--- config.mk ---
export PLATFORM = sky130hd
export DESIGN_NAME = icm_input_capture
export DESIGN_NICKNAME = d
export VERILOG_FILES = /design/src/hw/icm_pkg.sv /design/src/hw/icm_capture_mem.sv /design/src/hw/icm_input_capture.sv
export SDC_FILE = /design/constraint.sdc
export NUM_CORES = 1
export LEC_CHECK = 0
export BUFFER_PORTS_ARGS = -buffer_cell sky130_fd_sc_hd__buf_4
export CORE_MARGIN = 2
export CORE_UTILIZATION = 60
export DETAILED_ROUTE_END_ITERATION = 10
export GPL_TIMING_DRIVEN = 0
export HOLD_SLACK_MARGIN = 0.02
export PLACE_DENSITY = 0.88
export REMOVE_ABC_BUFFERS = 1
export SYNTH_ARGS = -nofsm -noshare
export SYNTH_HDL_FRONTEND = slang
export SYNTH_SLANG_ARGS = --single-unit
--- constraint.sdc ---
create_clock -name clock -period 9.9 [get_ports clock]
set_input_delay 1.98 -clock clock [delete_from_list [all_inputs] [get_ports clock]]
set_output_delay 1.98 -clock clock [all_outputs]
set_load 0.05 [all_outputs]
--- src/hw/icm_pkg.sv ---
// package of the input capture block: register map, field layout, modes and states
// assumes a 32-bit avalon-mm slave port with byte addresses, aligned words only
package icm_pkg;

  // ****************************************
  // register map (byte addresses)
  // ****************************************
  localparam int ICM_ADDR_W = 4;
  localparam logic [ICM_ADDR_W-1:0] ICM_OFF_CONTROL = 4'h0;
  localparam logic [ICM_ADDR_W-1:0] ICM_OFF_STATUS = 4'h4;
  localparam logic [ICM_ADDR_W-1:0] ICM_OFF_BUFFER = 4'h8;
  localparam logic [ICM_ADDR_W-1:0] ICM_OFF_TIMEBASE = 4'hC;

  // ****************************************
  // input_capture_control fields
  // ****************************************
  localparam int ICM_CTL_ENABLE = 15;
  localparam int ICM_CTL_FIRST_RISING = 6;
  localparam int ICM_CTL_MODE_LSB = 0;
  localparam int ICM_MODE_W = 3;
  localparam logic [31:0] ICM_CTL_WRITE_MASK = 32'h0000_8047;
  localparam logic [31:0] ICM_CTL_RESET = 32'h0000_0000;

  // ****************************************
  // status fields
  // ****************************************
  localparam int ICM_ST_EVENT = 0;
  localparam int ICM_ST_NOT_EMPTY = 1;
  localparam int ICM_ST_FULL = 2;
  localparam int ICM_ST_OVERFLOW = 3;
  localparam int ICM_ST_LEVEL = 4;

  // ****************************************
  // capture_mode_select codes
  // ****************************************
  typedef enum logic [2:0] {
    ICM_MODE_OFF = 3'h0,
    ICM_MODE_EDGE_DETECT = 3'h1,
    ICM_MODE_FALLING = 3'h2,
    ICM_MODE_RISING = 3'h3,
    ICM_MODE_DIV4 = 3'h4,
    ICM_MODE_DIV16 = 3'h5,
    ICM_MODE_FIRST_THEN_ALL = 3'h6,
    ICM_MODE_IRQ_ONLY = 3'h7
  } icm_mode_t;

  localparam logic [3:0] ICM_PRESCALE_4_LAST = 4'h3;
  localparam logic [3:0] ICM_PRESCALE_16_LAST = 4'hF;

  // ****************************************
  // sequencer states, one-hot
  // ****************************************
  typedef enum logic [2:0] {
    ICM_ST_IDLE = 3'b001,
    ICM_ST_WAIT_FIRST = 3'b010,
    ICM_ST_RUN = 3'b100
  } icm_state_t;

endpackage

--- src/hw/icm_capture_mem.sv ---
// small capture memory: one write port, one read port with registered read data
// assumes the caller keeps pointers in range and presents the read pointer it will hold next
`timescale 1ns/1ps
module icm_capture_mem #(
  parameter int WIDTH = 32,
  parameter int DEPTH_LOG = 2
) (
  input wire logic clock,
  input wire logic write_enable,
  input wire logic [DEPTH_LOG-1:0] write_address,
  input wire logic [WIDTH-1:0] write_data,
  input wire logic [DEPTH_LOG-1:0] read_address,
  output logic [WIDTH-1:0] read_data
);

  logic [WIDTH-1:0] store [2**DEPTH_LOG];

  // no reset on the array: contents are only read after being written
  always_ff @(posedge clock)
  begin
    if (write_enable)
    begin
      store[write_address] <= write_data;
    end
    // a write into the slot being read passes straight through, so a fresh entry never reads stale
    if (write_enable && write_address == read_address)
    begin
      read_data <= write_data;
    end
    else
    begin
      read_data <= store[read_address];
    end
  end

endmodule // icm_capture_mem

--- src/hw/icm_input_capture.sv ---
// input capture unit: edge sampling, mode decode, prescaler, capture buffer and register slave
// assumes capture_input is asynchronous to clock and the bus master follows avalon-mm rules
`timescale 1ns/1ps

// Overview of operation
// - mode 000 disables unit, no events
// - mode 001 reacts to every edge
// - mode 010 captures falling edges only
// - mode 011 captures rising edges only
// - mode 100 captures every fourth rising edge
// - mode 101 captures every sixteenth rising edge
// - mode 110 chosen edge first, then every edge
// - mode 111 interrupt only, in low power
module icm_input_capture
  import icm_pkg::*;
#(
  parameter int TIMEBASE_W = 32,
  parameter int DEPTH_LOG = 2
) (
  input wire logic clock,
  input wire logic reset,
  input wire logic capture_input,
  input wire logic low_power_state,
  input wire logic [ICM_ADDR_W-1:0] avs_address,
  input wire logic avs_read,
  input wire logic avs_write,
  input wire logic [31:0] avs_writedata,
  input wire logic [3:0] avs_byteenable,
  output logic [31:0] avs_readdata,
  output logic avs_waitrequest,
  output logic capture_event,
  output logic edge_interrupt
);

  // ****************************************
  // state
  // ****************************************
  logic [2:0] sync, next_sync;
  logic level, next_level;
  logic [31:0] control, next_control;
  logic event_flag, next_event_flag;
  logic overflow, next_overflow;
  logic [3:0] prescale, next_prescale;
  icm_state_t state, next_state;
  logic [TIMEBASE_W-1:0] timebase, next_timebase;
  logic [DEPTH_LOG:0] write_ptr, next_write_ptr;
  logic [DEPTH_LOG:0] read_ptr, next_read_ptr;
  logic bus_done, next_bus_done;
  logic [31:0] readdata_q, next_readdata;
  logic capture_event_q, next_capture_event;
  logic edge_interrupt_q, next_edge_interrupt;

  logic enabled, rise, fall, take;
  logic buf_empty, buf_full, bus_accept;
  icm_mode_t mode;
  logic [31:0] mem_read_data, status_word, write_bits;

  assign enabled = control[ICM_CTL_ENABLE];
  assign mode = icm_mode_t'(control[ICM_CTL_MODE_LSB +: ICM_MODE_W]);
  assign buf_empty = (write_ptr == read_ptr);
  assign buf_full = (write_ptr[DEPTH_LOG] != read_ptr[DEPTH_LOG])
    && (write_ptr[DEPTH_LOG-1:0] == read_ptr[DEPTH_LOG-1:0]);
  // a change counts once the second and third stages agree and differ from the held level
  assign rise = (sync[1] == sync[2]) && sync[2] && !level;
  assign fall = (sync[1] == sync[2]) && !sync[2] && level;
  assign bus_accept = (avs_read || avs_write) && bus_done;
  // one wait cycle on every access; the answer comes on the second edge
  assign avs_waitrequest = (avs_read || avs_write) && !bus_done;
  assign avs_readdata = readdata_q;
  assign capture_event = capture_event_q;
  assign edge_interrupt = edge_interrupt_q;

  always_comb
  begin
    status_word = 32'h0000_0000;
    status_word[ICM_ST_EVENT] = event_flag;
    status_word[ICM_ST_NOT_EMPTY] = !buf_empty;
    status_word[ICM_ST_FULL] = buf_full;
    status_word[ICM_ST_OVERFLOW] = overflow;
    status_word[ICM_ST_LEVEL] = level;
  end

  // ****************************************
  // capture buffer
  // ****************************************
  icm_capture_mem #(
    .WIDTH(32),
    .DEPTH_LOG(DEPTH_LOG)
  ) u_mem (
    .clock(clock),
    .write_enable(take && !buf_full),
    .write_address(write_ptr[DEPTH_LOG-1:0]),
    .write_data(32'(timebase)),
    .read_address(next_read_ptr[DEPTH_LOG-1:0]),
    .read_data(mem_read_data)
  );

  // ****************************************
  // edge decode and sequencer
  // ****************************************
  always_comb
  begin
    next_sync = {sync[1:0], capture_input};
    next_level = (sync[1] == sync[2]) ? sync[2] : level;
    next_timebase = timebase + TIMEBASE_W'(1);
    next_prescale = prescale;
    next_state = state;
    take = 1'b0;
    next_edge_interrupt = 1'b0;
    case (state)
      ICM_ST_IDLE:
      begin
        next_prescale = 4'h0;
        if (enabled && mode != ICM_MODE_OFF)
        begin
          next_state = (mode == ICM_MODE_FIRST_THEN_ALL) ? ICM_ST_WAIT_FIRST : ICM_ST_RUN;
        end
      end
      ICM_ST_WAIT_FIRST:
      begin
        // the configured polarity opens the sequence and is itself captured
        if (control[ICM_CTL_FIRST_RISING] ? rise : fall)
        begin
          take = 1'b1;
          next_state = ICM_ST_RUN;
        end
      end
      ICM_ST_RUN:
      begin
        case (mode)
          ICM_MODE_EDGE_DETECT: take = rise || fall;
          ICM_MODE_FALLING: take = fall;
          ICM_MODE_RISING: take = rise;
          ICM_MODE_DIV4, ICM_MODE_DIV16:
          begin
            if (rise)
            begin
              if (prescale == ((mode == ICM_MODE_DIV4) ? ICM_PRESCALE_4_LAST : ICM_PRESCALE_16_LAST))
              begin
                take = 1'b1;
                next_prescale = 4'h0;
              end
              else
              begin
                next_prescale = prescale + 4'h1;
              end
            end
          end
          ICM_MODE_FIRST_THEN_ALL: take = rise || fall;
          // no value is stored; edges only raise the interrupt while low_power_state is high
          ICM_MODE_IRQ_ONLY: next_edge_interrupt = low_power_state && (rise || fall);
          default: take = 1'b0;
        endcase
      end
      default:
      begin
        next_state = ICM_ST_IDLE;
      end
    endcase
    // a disable or a switch to mode 000 restarts the sequence and prescaler
    if (!enabled || mode == ICM_MODE_OFF)
    begin
      next_state = ICM_ST_IDLE;
      take = 1'b0;
      next_edge_interrupt = 1'b0;
    end
    if (take)
    begin
      next_edge_interrupt = 1'b1;
    end
    next_capture_event = take;
  end

  // ****************************************
  // register slave, buffer pointers and flags
  // ****************************************
  always_comb
  begin
    next_control = control;
    next_event_flag = event_flag;
    next_overflow = overflow;
    next_write_ptr = write_ptr;
    next_read_ptr = read_ptr;
    next_bus_done = (avs_read || avs_write) && !bus_done;
    next_readdata = readdata_q;
    for (int b = 0; b < 4; b++)
    begin
      write_bits[8*b +: 8] = avs_byteenable[b] ? avs_writedata[8*b +: 8] : 8'h00;
    end
    if (avs_read && !bus_done)
    begin
      case (avs_address)
        ICM_OFF_CONTROL: next_readdata = control;
        ICM_OFF_STATUS: next_readdata = status_word;
        ICM_OFF_BUFFER: next_readdata = buf_empty ? 32'h0000_0000 : mem_read_data;
        ICM_OFF_TIMEBASE: next_readdata = 32'(timebase);
        default: next_readdata = 32'h0000_0000;
      endcase
    end
    if (bus_accept && avs_write)
    begin
      case (avs_address)
        ICM_OFF_CONTROL:
        begin
          for (int b = 0; b < 4; b++)
          begin
            if (avs_byteenable[b])
            begin
              next_control[8*b +: 8] = avs_writedata[8*b +: 8] & ICM_CTL_WRITE_MASK[8*b +: 8];
            end
          end
        end
        ICM_OFF_STATUS:
        begin
          if (write_bits[ICM_ST_EVENT])
          begin
            next_event_flag = 1'b0;
          end
          if (write_bits[ICM_ST_OVERFLOW])
          begin
            next_overflow = 1'b0;
          end
        end
        default:
        begin
          next_control = control;
        end
      endcase
    end
    if (bus_accept && avs_read && avs_address == ICM_OFF_BUFFER && !buf_empty)
    begin
      next_read_ptr = read_ptr + (DEPTH_LOG+1)'(1);
    end
    // a capture in the same cycle as a clear leaves the flag set
    if (take)
    begin
      next_event_flag = 1'b1;
      if (buf_full)
      begin
        next_overflow = 1'b1;
      end
      else
      begin
        next_write_ptr = write_ptr + (DEPTH_LOG+1)'(1);
      end
    end
  end

  always_ff @(posedge clock)
  begin
    if (reset)
    begin
      sync <= 3'h0;
      level <= 1'b0;
      control <= ICM_CTL_RESET;
      event_flag <= 1'b0;
      overflow <= 1'b0;
      prescale <= 4'h0;
      state <= ICM_ST_IDLE;
      timebase <= '0;
      write_ptr <= '0;
      read_ptr <= '0;
      bus_done <= 1'b0;
      readdata_q <= 32'h0000_0000;
      capture_event_q <= 1'b0;
      edge_interrupt_q <= 1'b0;
    end
    else
    begin
      sync <= next_sync;
      level <= next_level;
      control <= next_control;
      event_flag <= next_event_flag;
      overflow <= next_overflow;
      prescale <= next_prescale;
      state <= next_state;
      timebase <= next_timebase;
      write_ptr <= next_write_ptr;
      read_ptr <= next_read_ptr;
      bus_done <= next_bus_done;
      readdata_q <= next_readdata;
      capture_event_q <= next_capture_event;
      edge_interrupt_q <= next_edge_interrupt;
    end
  end

endmodule // icm_input_capture

==> results.toml, run 1 <==
[run_status]
outcome = "finished clean"

[place]
dp_hpwl_mm = 11.9
port_buffers = 52
place.gp.congestion = 0.920
dp.cells = 897

[drt]
num_vias = 6025
routedWlPerCell_um = 22.1
routed_wl_mm = 20.7
dr.pass1.iters = 5
postRouteAntennaNets = 0
viasPerCell = 6.44
drcViolationCount = 0
drtIter0Drc = 736

[synthesis]
yosys.area.top_type_share_pct = 42.5
yosys_warnings = 0
synth_top_area_cell = "edfxtp_1"
synth_edf_count = 128
synth_seq_area_share_pct = 63.1
synth.area.top_cells = "edfxtp_1 (43%), dfxtp_1 (21%), mux4_2 (8.2%)"
synth_cell_types = 64
synth_area_per_cell_sq_um = 13.1
async_flop_share_pct = 0
syn_inst = 689
synth_flop_cell = "edfxtp_1"
syn_area_sq_um = 9040
ys_seq_elements = 221

[clock_network]
h-tree-depth = 1
cts_buffers = 22
root_buffer = "clkbuf_16"
path_clk_slew_ns = 0.06
clkLatencyLatePin_ns = 0.52
hold_buffers = 0
cts_resized = 0
cts.sinks = 221
clock_path_buffers = 3
cts_setup_buffers = 0
cts_tree = "built"

[timing]
setup_violations = 0
hold_viol = 0
rsz0062_at_grt = "no"
max_freq_mhz = 222
tns_ns = 0
finalCritPeriodShare_pct = 45.4
skew_ns = 0.0385
slew_viol_final = 0
worst_slew_pin_slew_ns = 1.31
maxSlewHeadroom_pct = 12.6
layout_min_cycle_time_ns = 4.50

[finish]
n_antenna_cell = 0
seqCellArea_sq_um = 5710
drive_above_1_share_pct = 19.7
final_util_pct = 71.1
syn2layout_area_growth_pct = 15.2
nFillCells = 877
multi_input_area_sq_um = 3040
fin_cells = 936
nNetsFinal = 792

[worst_setup_path]
startpoint_type = "primary input"
crit_fanout = 3
cp-end-kind = "output port"
arrival_ns = 2.52
path_class = "primary input to output port"
critPathRequiredTime_ns = 7.92

[power]
leakage_nw = 3.68
ir_drop_mv = 0.179
p_per_area_nw_per_um2 = 183
finalPower_w = 0.00190

[global_route]
grt.total_usage_pct = 26.1
antenna_found_initial = 0
grt_overflow_total = 0
grt_pass1_vias = 6249
grt_start_max_net_pins = 64
grt_pass1_wl_mm = 33.0

[die]
die-area_sq_um = 16100
start_util_pct = 61.7
die_height_um = 127
ios = 81
core.rowCount = 44
core-area_sq_um = 14600
die-width_um = 127

[min_path]
hp-class = "flip-flop to flip-flop"

[flow_run]
maxCapViolCount = 0
==> through the flow <==
stage	worst slack (ns)	hold slack [ns]	cell area, sq um
floorplan	5.26	0.414	8900
detailed placement	5.40	0.427	9620
global route	5.37	0.475	10400
finish	5.40	0.438	10400
CTS	5.40	0.440	10400
global placement	4.64	0.428	9520
==> final timing paths <==
check | start | endpoint | slack [ns] | cells after the start
setup / recovery | avs_write | avs_waitrequest | 5.40 | 4
hold / removal | sync[0] | sync[1] | 0.44 | 1
setup reg to reg | sync[1] | u_mem.store[2][16] | 6.75 | 7
hold reg to reg | sync[0] | sync[1] | 0.44 | 1
==> synthesized netlist by cell type (7+ instances only) <==
library cell and count:
inv_1 45, o21ai_0 40, nand2b_1 10, and2_1 8, xnor2_1 19, nand4_1 9
ha_1 9, nand2_1 28, clkbuf_1 19, nand3_1 16, a21oi_1 19, buf_2 7
xor2_1 10, edfxtp_1 128, mux2i_1 10, a22oi_1 26, nor3_1 15, nor2b_1 10
dfxtp_1 93, nor2_1 59, mux4_2 33
==> cells by family after synthesis <==
family / Yosys count / synth area share, %
buffers and inverters: 78 / 3.43
flip-flops: 221 / 63.1
multiplexers: 46 / 9.70
adder cells (fa/ha/maj): 9 / 1.25
AND/OR/NAND/NOR: 194 / 11.6
AO/OA/AOI/OAI: 112 / 8.12
XOR/XNOR: 29 / 2.81
==> power breakdown <==
part / switching [W] / leakage [nW] / internal (W)
clock network: 0.000354 / 0.389 / 0.000542
logic: 0.0000251 / 1.36 / 0.0000122
registers: 0.00000454 / 1.94 / 0.000965
total: 0.000384 / 3.68 / 0.00152
==> flip-flops by register name, indices dropped and copies added, names as in the netlist, named ones only <==
register and flops:
capture_event 1, write_ptr 3, timebase 32, state 3, control 5, avs_readdata 32
bus_done 1, read_ptr 3, event_flag 1, overflow 1, sync 3, u_mem.store 128
level 1, edge_interrupt 1, prescale 4
==> layout make-up <==
type / count / share of cell area, %
clock inverters: 13 / 1.50
repair buffers: 57 / 4.55
clock buffers: 26 / 6.14
flip-flops and latches: 221 / 54.8
multi-input cells: 390 / 29.2
well taps: 184 / 2.21
inverters: 45 / 1.62
==> per-layer routing <==
metal  track usage, %  vias up  part of all wire (%)
met3             3.84       60                   6.6
met2             45.2      322                    51
met4             11.1        0                   3.2
met1             33.1     2995                    39
li1                 -     2648                     -
met5                0        -                     0
==> layout by cell type (no fill, tap or decap), types with 9 or more instances in the layout <==
master / Yosys / final
xor2_1: 10 / 10
ha_1: 9 / 9
nor2b_1: 10 / 10
a21oi_1: 19 / 19
edfxtp_1: 128 / 128
xnor2_1: 19 / 19
nand4_1: 9 / 9
a22oi_1: 26 / 26
nand2b_1: 10 / 10
nand3_1: 16 / 16
nand2_1: 28 / 28
inv_1: 45 / 45
mux2i_1: 10 / 10
clkbuf_16: 0 / 25
nor2_1: 59 / 58
mux4_2: 33 / 33
buf_4: 0 / 52
o21ai_0: 40 / 40
nor3_1: 15 / 15
dfxtp_1: 93 / 91
==> critical path, cell delays in order <==
cell    delay [ns]
buf_4         0.13
nor2_1        0.13
nor2_1        0.08
buf_4         0.20
Note: power is estimated with default switching activity, not from simulation.
==> run 2: changes to the inputs <==
CORE_UTILIZATION = 53   (was 60)
PLACE_DENSITY = 0.83   (was 0.88)
clock period = 3.88 ns   (was 9.9 ns; I/O delays follow)
==> results.toml, run 2 (synthesis gave the netlist of run 1 again) <==
[run_status]
outcome = "finished clean"

[flow_run]
maxCapViolCount = 0

[finish]
layout_common_cells = "edfxtp_1 (128), dfxtp_1 (91), nor2_1 (58)"
syn2layout_area_growth_pct = 15.9
largest_register_ffs = 128
n_antenna_cell = 0
nNetsFinal = 794
layout_commonest_cell = "edfxtp_1"
drive_above_1_share_pct = 19.3
design_area_sq_um = 10500
regMostFlops = "u_mem.store"
final_util_pct = 63.0

[die]
core-area_sq_um = 16600
start_util_pct = 54.3
die-width_um = 135
die_height_um = 135
ios = 81
die-area_sq_um = 18100
core.rowCount = 47

[drt]
routedWlPerCell_um = 20.7
drcViolationCount = 0
routed_wl_mm = 20.2
dr.pass1.iters = 5
viasPerCell = 6.09
postRouteAntennaNets = 0
drtIter0Drc = 554
num_vias = 5941

[timing]
finalCritPeriodShare_pct = 71.8
max_freq_mhz = 359
rsz0062_at_grt = "no"
maxSlewHeadroom_pct = 5.16
hold_viol = 0
layout_min_cycle_time_ns = 2.78
worst_slew_pin_slew_ns = 1.42
slew_viol_final = 0
tns_ns = 0
skew_ns = 0.0107
worst_hold_slack_ns = 0.449
setup_violations = 0

[worst_setup_path]
cpMaxStageDelayCell = "and3_1"
critPathRequiredTime_ns = 4.27
slowest_delay_ns = 1.17
startpoint_type = "primary input"
arrival_ns = 3.17
cp-end-kind = "flip-flop"
path_class = "primary input to flip-flop"
crit_fanout = 63
crit_path_cell_trace = "buf_4 -> nor3_1 -> and3_1 -> a22oi_1 -> o21ai_0"

[power]
finalPower_w = 0.00482
p_per_area_nw_per_um2 = 460
ir_drop_mv = 0.419
leakage_nw = 3.69

[clock_network]
root_buffer = "clkbuf_16"
hold_buffers = 0
path_clk_slew_ns = 0.06
cts_setup_buffers = 0
cts_buffers = 22
cts_resized = 0
h-tree-depth = 1
cts_tree = "built"
clock_path_buffers = 3
clkLatencyLatePin_ns = 0.50
cts.sinks = 221

[global_route]
grt-busiest-layer = "met2"
grt.total_usage_pct = 22.6
grt_pass1_vias = 6108
grt_start_max_net_pins = 64
antenna_found_initial = 0
grt_pass1_wl_mm = 31.9
grt_use_met3_pct = 3.57
grt_use_met2_pct = 38.5
grt_overflow_total = 0
grtUsageMet1_pct = 29.7

[place]
place.gp.congestion = 0.880
port_buffers = 52
dpl_cell_area_sq_um = 9700
dp_hpwl_mm = 11.9

[min_path]
hp-class = "flip-flop to flip-flop"
[run 2: routing by layer]
layer / share of wire [%] / vias up
met5: 0 / -
li1: - / 2656
met2: 49 / 275
met1: 40 / 2948
met3: 7.1 / 62
met4: 3.4 / 0
[run 2: final timing paths]
check | start | end | slack (ns) | cells after the start
min | avs_readdata[1] | avs_readdata[1] | 0.45 | 2
max | reset | avs_readdata[12] | 1.10 | 5
min reg2reg | avs_readdata[1] | avs_readdata[1] | 0.45 | 2
max reg2reg | bus_done | avs_readdata[12] | 1.11 | 5
[run 2: area by class of cell]
class	count	area [sq um]
well taps	220	275
repair buffers	59	508
inverters	45	169
multi-input cells	390	3040
fillers	1171	6160
flip-flops and latches	221	5710
clock inverters	11	155
clock buffers	29	618
[run 2: metrics by stage]
| step | worst slack, ns | instances |
|---|---|---|
| 6_report | 1.10 | 975 |
| 5_1_grt | 0.814 | 975 |
| 4_1_cts | 1.09 | 975 |
| 3_5_place_dp | 0.697 | 935 |
| 3_3_place_gp | -1.37 | 928 |
| 2_1_floorplan | 0.170 | 656 |
[run 2: report_power, final]
part / internal (W) / switching, W
Sequential: 0.00246 / 0.0000131
Combinational: 0.0000294 / 0.0000610
Clock: 0.00139 / 0.000866
Total: 0.00388 / 0.000940
[run 2: critical path: cells and delay by family]
family / cells / cell delay [ns]
AOI/OAI and AO/OA: 2 / 0.42
buffers and inverters: 1 / 0.30
and+or+nand+nor: 2 / 1.61
